File: src/core/phy_cfg.svh
/*
  Constants for the sleep/wake and address/quality configuration registers:
  register offsets, field positions, reset values and the wake activation count.
  Assumes a 200 MHz core clock and a 5-bit management register address.
*/
//
// Behaviour
// - Sleep acknowledge bit 0: timer off, data activity returns Sleep Request to Normal.
// - Remote wake forward bit chooses whether detected remote wake events go onward.
// - Auto transition bit, default 1, lets a sleep code group start Sleep Request.
// - Wake react and forward enables reset to strap input values, not constants.
// - Local wake events within activation time after enabling may be dropped.
// - Address field reads 00, two strap bits, then 0.
// - Averaging field picks 32, 64 (default), 128 or 256 symbols.
// - Warning threshold: 000 disables, 001 to 111 classes A to G, default 001.
// - Fail threshold: 000 (default) none, 001 to 111 classes A to G.
// - Jumbo bit: 0 limits packets to 4 kB, 1 (default) allows 16 kB.
// - Latched warning event when quality drops below warning class while link up.
`ifndef PHY_CFG_SVH
`define PHY_CFG_SVH

`define SLEEP_WAKE_OFFSET     5'h12
`define ADDR_QUAL_OFFSET      5'h13

`define LOC_FWD_BIT           14
`define REM_REACT_BIT         11
`define LOC_REACT_BIT         10
`define SYM_DIS_BIT           5
`define SLEEP_ACK_BIT         4
`define REM_FWD_BIT           2
`define AUTONOMOUS_POWER_DOWN_ENABLE_BIT          1
`define AUTO_TRANS_BIT        0

`define ADDR_MSB              15
`define ADDR_LSB              11
`define AVG_MSB               10
`define AVG_LSB               9
`define WLIM_MSB              8
`define WLIM_LSB              6
`define FLIM_MSB              5
`define FLIM_LSB              3
`define JUMBO_BIT             2

`define SYM_DIS_RST           1'b0
`define SLEEP_ACK_RST         1'b0
`define AUTONOMOUS_POWER_DOWN_ENABLE_RST          1'b0
`define AUTO_TRANS_RST        1'b1
`define AVG_RST               2'h1
`define WLIM_RST              3'h1
`define FLIM_RST              3'h0
`define JUMBO_RST             1'b1

`define MIN_AVG_SYMBOLS       9'h020
`define SMALL_PKT_KB          5'h04
`define JUMBO_PKT_KB          5'h10

`define WAKE_ACT_TIME_NS      1000
`define CLK_PERIOD_NS         5
`define WAKE_ACT_CYCLES       ((`WAKE_ACT_TIME_NS + `CLK_PERIOD_NS - 1) / `CLK_PERIOD_NS)

`endif

File: src/core/phy_cfg_pkg.sv
/*
  Types for the configuration register block: phase of strap capture
  and the packed state of the block. Assumes phy_cfg.svh is not needed here.
*/
package phy_cfg_pkg;

  typedef enum logic [0:0] {PH_STRAP, PH_RUN} phase_type;

  typedef struct packed {
    phase_type   phase;
    logic        loc_fwd;
    logic        rem_react;
    logic        loc_react;
    logic        sym_dis;
    logic        sleep_ack;
    logic        rem_fwd;
    logic        autonomous_power_down_enable;
    logic        auto_trans;
    logic [1:0]  addr_strap;
    logic [1:0]  avg;
    logic [2:0]  wlim;
    logic [2:0]  flim;
    logic        jumbo;
    logic [15:0] rdata;
    logic        rvalid;
    logic [11:0] act_cnt;
    logic        warn_evt;
    logic        fail;
    logic        auto_sleep;
    logic        ret_normal;
    logic        rem_out;
    logic        loc_out;
  } state_type;

endpackage

File: src/core/phy_sleep_wake_sqi_config.sv
/*
  Sleep/wake configuration and address/quality configuration registers of the
  PHY, with the small amount of logic that these settings steer directly.
  Assumes a register port from the management interface decoder, sampled on
  MCLK, and strap pins stable around reset release.
*/
`timescale 1ns/1ps
`include "phy_cfg.svh"

module phy_sleep_wake_sqi_config
  import phy_cfg_pkg::*;
(
  input  wire logic        MCLK,
  input  wire logic        RST_N,
  input  wire logic [4:0]  REG_ADDR,
  input  wire logic        REG_WR,
  input  wire logic        REG_RD,
  input  wire logic [15:0] REG_WDATA,
  output logic      [15:0] REG_RDATA,
  output logic             REG_RVALID,
  input  wire logic [1:0]  STRAP_ADDR,
  input  wire logic [3:0]  STRAP_WAKE,
  input  wire logic        SLEEP_CODE_RX,
  input  wire logic        IN_SLEEP_REQUEST,
  input  wire logic        MEDIA_ACTIVE,
  input  wire logic        REMOTE_WAKE_DET,
  input  wire logic        LOCAL_WAKE_DET,
  input  wire logic [2:0]  QUALITY_VALUE,
  input  wire logic        LINK_UP,
  input  wire logic        WARN_CLR,
  output logic             SLEEP_ACK_TIMER_EN,
  output logic             RETURN_TO_NORMAL,
  output logic             AUTO_SLEEP_REQ,
  output logic             REMOTE_WAKE_FWD,
  output logic             LOCAL_WAKE_FWD,
  output logic             LOCAL_WAKE_REACT,
  output logic             REMOTE_WAKE_REACT,
  output logic             AUTONOMOUS_POWER_DOWN_ENABLE_EN,
  output logic             WAKE_SYMBOL_DIS,
  output logic      [4:0]  PHY_ADDR,
  output logic      [8:0]  AVG_SYMBOLS,
  output logic      [2:0]  WARN_LIMIT,
  output logic      [2:0]  FAIL_LIMIT,
  output logic             QUALITY_FAIL,
  output logic             QUALITY_WARNING_EVENT,
  output logic             JUMBO_EN,
  output logic      [4:0]  MAX_PKT_KB
);
  import phy_cfg_pkg::*;

  localparam logic [11:0] ACT_CYCLES = 12'(`WAKE_ACT_CYCLES);

  state_type s_q;
  state_type s_d;

  // Class code n flags a quality value below n; code 0 never flags
  function automatic logic below_limit(input logic [2:0] limit, input logic [2:0] value);
    below_limit = (limit != 3'h0) && (value < limit);
  endfunction

  function automatic logic [15:0] sleep_wake_word(input state_type s);
    logic [15:0] w;
    w = 16'h0000;
    w[`LOC_FWD_BIT]    = s.loc_fwd;
    w[`REM_REACT_BIT]  = s.rem_react;
    w[`LOC_REACT_BIT]  = s.loc_react;
    w[`SYM_DIS_BIT]    = s.sym_dis;
    w[`SLEEP_ACK_BIT]  = s.sleep_ack;
    w[`REM_FWD_BIT]    = s.rem_fwd;
    w[`AUTONOMOUS_POWER_DOWN_ENABLE_BIT]   = s.autonomous_power_down_enable;
    w[`AUTO_TRANS_BIT] = s.auto_trans;
    sleep_wake_word = w;
  endfunction

  function automatic logic [4:0] phy_address(input logic [1:0] strap);
    phy_address = {2'h0, strap, 1'b0};
  endfunction

  logic wr_sw;
  logic wr_aq;
  logic loc_accept;

  assign wr_sw = REG_WR && (REG_ADDR == `SLEEP_WAKE_OFFSET) && (s_q.phase == PH_RUN);
  assign wr_aq = REG_WR && (REG_ADDR == `ADDR_QUAL_OFFSET) && (s_q.phase == PH_RUN);
  assign loc_accept = LOCAL_WAKE_DET && s_q.loc_react && (s_q.act_cnt == 12'h000);

  always_comb begin
    s_d = s_q;
    s_d.rvalid = 1'b0;
    s_d.auto_sleep = 1'b0;
    s_d.rem_out = 1'b0;
    s_d.loc_out = 1'b0;

    unique case (s_q.phase)
      PH_STRAP: begin
        s_d.loc_fwd    = STRAP_WAKE[3];
        s_d.rem_react  = STRAP_WAKE[2];
        s_d.loc_react  = STRAP_WAKE[1];
        s_d.rem_fwd    = STRAP_WAKE[0];
        s_d.addr_strap = STRAP_ADDR;
        s_d.phase      = PH_RUN;
      end
      PH_RUN: begin
        if (wr_sw) begin
          // Reserved bits are dropped on write so they always read zero
          s_d.loc_fwd    = REG_WDATA[`LOC_FWD_BIT];
          s_d.rem_react  = REG_WDATA[`REM_REACT_BIT];
          s_d.loc_react  = REG_WDATA[`LOC_REACT_BIT];
          s_d.sym_dis    = REG_WDATA[`SYM_DIS_BIT];
          s_d.sleep_ack  = REG_WDATA[`SLEEP_ACK_BIT];
          s_d.rem_fwd    = REG_WDATA[`REM_FWD_BIT];
          s_d.autonomous_power_down_enable   = REG_WDATA[`AUTONOMOUS_POWER_DOWN_ENABLE_BIT];
          s_d.auto_trans = REG_WDATA[`AUTO_TRANS_BIT];
        end
        if (wr_aq) begin
          s_d.avg  = REG_WDATA[`AVG_MSB:`AVG_LSB];
          s_d.wlim = REG_WDATA[`WLIM_MSB:`WLIM_LSB];
          s_d.flim = REG_WDATA[`FLIM_MSB:`FLIM_LSB];
          s_d.jumbo = REG_WDATA[`JUMBO_BIT];
        end
      end
    endcase

    if (wr_sw && REG_WDATA[`LOC_REACT_BIT] && !s_q.loc_react) begin
      s_d.act_cnt = ACT_CYCLES;
    end else if (s_q.act_cnt != 12'h000) begin
      s_d.act_cnt = s_q.act_cnt - 12'h001;
    end

    if (REG_RD) begin
      s_d.rvalid = 1'b1;
      if (REG_ADDR == `SLEEP_WAKE_OFFSET) begin
        s_d.rdata = sleep_wake_word(s_q);
      end else if (REG_ADDR == `ADDR_QUAL_OFFSET) begin
        s_d.rdata = {phy_address(s_q.addr_strap), s_q.avg, s_q.wlim, s_q.flim,
                     s_q.jumbo, 2'h0};
      end else begin
        s_d.rdata = 16'h0000;
      end
    end

    s_d.auto_sleep = SLEEP_CODE_RX && s_q.auto_trans && (s_q.phase == PH_RUN);
    s_d.ret_normal = IN_SLEEP_REQUEST && MEDIA_ACTIVE && !s_q.sleep_ack;
    s_d.rem_out = REMOTE_WAKE_DET && s_q.rem_fwd && (s_q.phase == PH_RUN);
    s_d.loc_out = loc_accept && s_q.loc_fwd;

    s_d.fail = LINK_UP && below_limit(s_q.flim, QUALITY_VALUE);
    // latched warning, set wins over clear
    if (LINK_UP && below_limit(s_q.wlim, QUALITY_VALUE)) begin
      s_d.warn_evt = 1'b1;
    end else if (WARN_CLR) begin
      s_d.warn_evt = 1'b0;
    end
  end

  always_ff @(posedge MCLK or negedge RST_N) begin
    if (!RST_N) begin
      s_q <= '{phase: PH_STRAP, sym_dis: `SYM_DIS_RST, sleep_ack: `SLEEP_ACK_RST,
               autonomous_power_down_enable: `AUTONOMOUS_POWER_DOWN_ENABLE_RST, auto_trans: `AUTO_TRANS_RST, avg: `AVG_RST,
               wlim: `WLIM_RST, flim: `FLIM_RST, jumbo: `JUMBO_RST, default: '0};
    end else begin
      s_q <= s_d;
    end
  end

  assign REG_RDATA          = s_q.rdata;
  assign REG_RVALID         = s_q.rvalid;
  assign SLEEP_ACK_TIMER_EN = s_q.sleep_ack;
  assign RETURN_TO_NORMAL   = s_q.ret_normal;
  assign AUTO_SLEEP_REQ     = s_q.auto_sleep;
  assign REMOTE_WAKE_FWD    = s_q.rem_out;
  assign LOCAL_WAKE_FWD     = s_q.loc_out;
  assign LOCAL_WAKE_REACT   = s_q.loc_react;
  assign REMOTE_WAKE_REACT  = s_q.rem_react;
  assign AUTONOMOUS_POWER_DOWN_ENABLE_EN        = s_q.autonomous_power_down_enable;
  assign WAKE_SYMBOL_DIS    = s_q.sym_dis;
  assign PHY_ADDR           = phy_address(s_q.addr_strap);
  assign AVG_SYMBOLS        = `MIN_AVG_SYMBOLS << s_q.avg;
  assign WARN_LIMIT         = s_q.wlim;
  assign FAIL_LIMIT         = s_q.flim;
  assign QUALITY_FAIL       = s_q.fail;
  assign QUALITY_WARNING_EVENT = s_q.warn_evt;
  assign JUMBO_EN           = s_q.jumbo;
  assign MAX_PKT_KB         = s_q.jumbo ? `JUMBO_PKT_KB : `SMALL_PKT_KB;
endmodule

File: config.mk
export PLATFORM = sky130hd
export DESIGN_NAME = phy_sleep_wake_sqi_config
export DESIGN_NICKNAME = d
export VERILOG_FILES = /design/src/core/phy_cfg_pkg.sv /design/src/core/phy_sleep_wake_sqi_config.sv
export VERILOG_INCLUDE_DIRS = /design/src /design/src/core
export SDC_FILE = /design/constraint.sdc
export NUM_CORES = 1
export LEC_CHECK = 0
export ABC_AREA = 1
export BUFFER_PORTS_ARGS = -buffer_cell sky130_fd_sc_hd__clkbuf_2
export CAP_MARGIN = 30
export CORE_UTILIZATION = 25
export DETAILED_ROUTE_END_ITERATION = 6
export GPL_TIMING_DRIVEN = 0
export SYNTH_ARGS = -nofsm -noshare
export SYNTH_HDL_FRONTEND = slang
export SYNTH_SLANG_ARGS = --single-unit
File: constraint.sdc
create_clock -name MCLK -period 3.3 [get_ports MCLK]
set_input_delay 0.825 -clock MCLK [delete_from_list [all_inputs] [get_ports MCLK]]
set_output_delay 0.825 -clock MCLK [all_outputs]
set_load 0.05 [all_outputs]
Word level (Yosys, flattened, before mapping)
Index checks and enable logic that the tools add are counted.
Word-level totals
  register bits after elaboration: 54
  latch bits: 0
  bits in writable memories: 0
  memory bits (read-only): 0
  input bits: 41
  output and inout port bits: 54
  logic and storage cells: 71
  memories: 0
Operators by class
  $add $sub $neg: 1
  $mul: 0
  divide/modulo/power cells: 0
  order comparisons: 2
  eq/ne operators: 3
  shift-type cells: 1
  muxes and demuxes: 11
  bitwise operators: 1
  reductions and logical operators: 29
Operators by type and width (number)
  12-bit 2-to-1 mux: 2
  1-bit logical AND: 19
  15-bit 2-to-1 mux: 1
  14-bit 2-to-1 mux: 1
  12-bit zero test: 1
  12-bit nonzero test: 1
  12-bit by 1-bit subtractor with 12-bit output (second input constant): 1
  5-bit equality test (second input constant): 2
  6-bit by 2-bit << shifter with 9-bit output (first input constant): 1
  8-bit 2-to-1 mux: 1
  3-bit < comparator: 2
  3-bit case mux with 2 select lines: 1
  3-bit nonzero test: 2
  5-bit 2-to-1 mux: 1
  2-bit AND reduction: 2
  2-bit nonzero test: 2
  1-bit 2-to-1 mux: 3
  1-bit zero test: 2
  2-bit by 1-bit != test with 1-bit output (second input constant): 1
  1-bit case mux with 2 select lines: 1
  1-bit NOT: 1

Depth between registers and ports, before layout
  depth in word-level cells: 6
  mapped depth: 9
  mapped depth without buffers: 9

Worst setup path after synthesis
OpenSTA, ideal clock, no wires.
  path type: register -> output
  start: reg s_q[42] in the netlist's numbering
  end: out AVG_SYMBOLS[6]
  arrival time: 1240 ps
  required time: 2475 ps
  slack: 1235 ps
  cell stages (with the launch flop): 3
  buffers on the path: 0
  cells stage by stage: dfstp_2 inv_1 nor2_1
Between the ends
  longest elaborated chain between the ends: 1
Ends and longest elaborated chain
  start: declaration: RTL line phy_sleep_wake_sqi_config.sv:53  | state_type s_q;
  start signal: assignment: RTL line phy_sleep_wake_sqi_config.sv:158  | s_q <= '{phase: PH_STRAP, sym_dis: `SYM_DIS_RST, sleep_ack: `SLEEP_ACK_RST,
  6-bit by 2-bit << shifter with 9-bit output (no source line)
  end: declaration: RTL line phy_sleep_wake_sqi_config.sv:41  | output logic [8:0] AVG_SYMBOLS,
Every way passes these cells.

Final worst setup path
Same ends and word-level chain as after synthesis.

==> impl_metrics.toml <==
[yosys]
syn_area_per_cell_um2 = 8.29
async_reset_ff_share_pct = 100
syn_inst = 352
ys_ff_latch = 54
ys_types = 33
ys.flop_type = "dfrtp_1"
yosysSeqAreaShare_pct = 46.5
yosysWarnings = 0
syn_area_um2 = 2920
synth_edf_count = 0

[worst_setup_path]
critPathMaxStageDelay_ps = 560
start_kind = "flip-flop"
arrival_ps = 1320
critPathKind = "flip-flop to primary output"
crit_path_cell_trace = "inv_1 -> nor2_1 -> clkbuf_2"
required_ps = 2470
critPathMaxFanout = 4
endpoint_kind = "primary output"
worst_path_max_delay_cell = "dfstp_2"

[routing]
drt_iter0_drc = 92
finalWirelength_mm = 7.16
vias = 2456
wl_per_cell_um = 12.0
drc = 0
first_pass_iters = 4
vias_per_cell = 4.13
ant_nets = 0

[placed_design]
hpwlAfterDp_mm = 5.76
portBuffers = 79
dp_cells = 586
placed_area_um2 = 3550
gp_congestion = 0.891
place_ws_ps = 1260

[clock_tree]
root_buffer = "clkbuf_16"
clockBufferDepth = 2
cts-resized-gates = 0
cts-buffers-inserted = 5
cts_tree = "built"
cts.sinks = 54
clkSlewWorstSetupHoldPaths_ps = 70
cts_hold_buf = 0
h-tree-depth = 2
insertion_delay_ps = 300
cts_setup_buffers = 0

[timing]
period_share_pct = 64.9
max_slew.worst_pin.slew_ps = 583
setup_viol = 0
fin_skew_ps = 8.52
slew-limit-headroom_pct = 61.1
fin_crit_ps = 2140
finalHoldViolations = 0
slew_violations = 0
fmaxAchievable_mhz = 467
fin_setup_tns_ps = 0
worst_slack_ps = 1160
rsz0062_at_grt = "no"
hold-worst-slack_ps = 485

[final_layout]
final_nets = 497
final_cell_mix = "nand2_1 (91), clkbuf_2 (79), dfrtp_1 (50)"
design_area_um2 = 3720
drive_above_1_share_pct = 33.7
mostFrequentLayoutCell = "nand2_1"
fin_cells = 594
post-route-util_pct = 32.7
syn2layout_area_growth_pct = 27.6
num_antenna_cells = 0

[outcome]
status = "complete, no violations"

[power]
power_leakage_nw = 2.13
power.density_nw_per_um2 = 559
power.total_mw = 2.08
vdd_drop_max_mv = 0.203

[hold_path]
hold_path_class = "flip-flop to flip-flop"

[grt]
gr-total-overflow = 0
grt_first_pass_wirelength_mm = 11.7
grt_usage_pct = 12.9
antenna_found_initial = 0
grt_max_degree = 34
grt_pass1_vias = 2389

[die]
initial_core_util_pct = 25.7
ioPinCount = 95
die_y_um = 110
dieArea_um2 = 12100
fp.dieW_um = 110
rows = 39
core-area_um2 = 11400

[flow_run]
maxCapViolations = 0
[synth_stat cells (2+ instances only)]
cell type	number	area (µm²)
a21oi_2	8	70.1
clkbuf_1	2	7.51
xor2_1	2	17.5
buf_2	3	15.0
o31ai_1	6	45.0
o211ai_1	4	30.0
ha_1	6	75.1
nand3_1	25	125
nor2_8	2	40.0
buf_4	36	270
nand4_1	3	18.8
dfstp_2	4	105
conb_1	2	7.51
o21ai_0	11	55.1
inv_1	41	154
nor2_1	35	131
a21oi_1	4	20.0
nor3_1	2	10.0
dfrtp_1	50	1250
inv_2	2	7.51
nand2_2	2	12.5
nand2_1	91	342
[logic make-up after synthesis]
group / synth area share [%]
and+or+nand+nor: 25.5
DFF: 46.5
xor gates and xnor gates: 0.601
buffers and inverters: 16.1
AOI/OAI and AO/OA: 8.41
adders and majority gates: 2.57
other: 0.257
[per-layer routing]
layer  track usage [%]  vias to the layer above  share of wire, %  wire length [µm]
met3              2.23                       11               4.6               326
li1                  -                     1261                 -                 -
met4              5.81                        0               2.7               191
met1              16.1                     1128                45              3190
met2              21.7                       56                48              3450
met5                 0                        -                 0                 0
[worst paths after layout]
check                                          startpoint                          to  slack [ps]  depth (start not counted)
worst min register to register  REG_RDATA[11]$_DFFE_PN0P_   REG_RDATA[11]$_DFFE_PN0P_         480                          2
worst max-delay path                  s_q[42]$_DFFE_PN1P_              AVG_SYMBOLS[6]        1160                          3
min in group asynchronous                           RST_N  RETURN_TO_NORMAL$_DFF_PN0_         510                          1
worst max register to register         s_q[6]$_DFFE_PN0P_         s_q[10]$_DFFE_PN0P_        1750                          9
worst min-delay path            REG_RDATA[11]$_DFFE_PN0P_   REG_RDATA[11]$_DFFE_PN0P_         480                          2
max in group asynchronous                           RST_N        JUMBO_EN$_DFFE_PN1P_        2140                          2
[sequential cells by signal (all words and copies together), names as in the netlist, 2 cells and up]
name and cells:
s_q 18, WARN_LIMIT 3, PHY_ADDR 2, REG_RDATA 15, FAIL_LIMIT 3
[layout make-up]
type / instances / area [µm²]
multi-input cells: 223 / 1130
inverters: 44 / 166
clock inverters: 3 / 43.8
plain buffers: 42 / 304
flip-flops and latches: 54 / 1360
clock buffers: 5 / 125
fillers: 1213 / 7650
well taps: 143 / 179
repair buffers: 80 / 415
[where the power goes]
| group | switching (mW) | total (mW) | internal (mW) |
|---|---|---|---|
| combinational | 0.425 | 0.620 | 0.195 |
| sequential | 0.0841 | 0.850 | 0.766 |
| clock | 0.252 | 0.612 | 0.360 |
[critical path, delay by kind of cell (launching register included)]
family                 cells  cell delay (ps)
flip-flops                 1              560
buffers and inverters      2              360
AND/OR/NAND/NOR            1              100
Note: power is estimated with default switching activity, not from simulation.
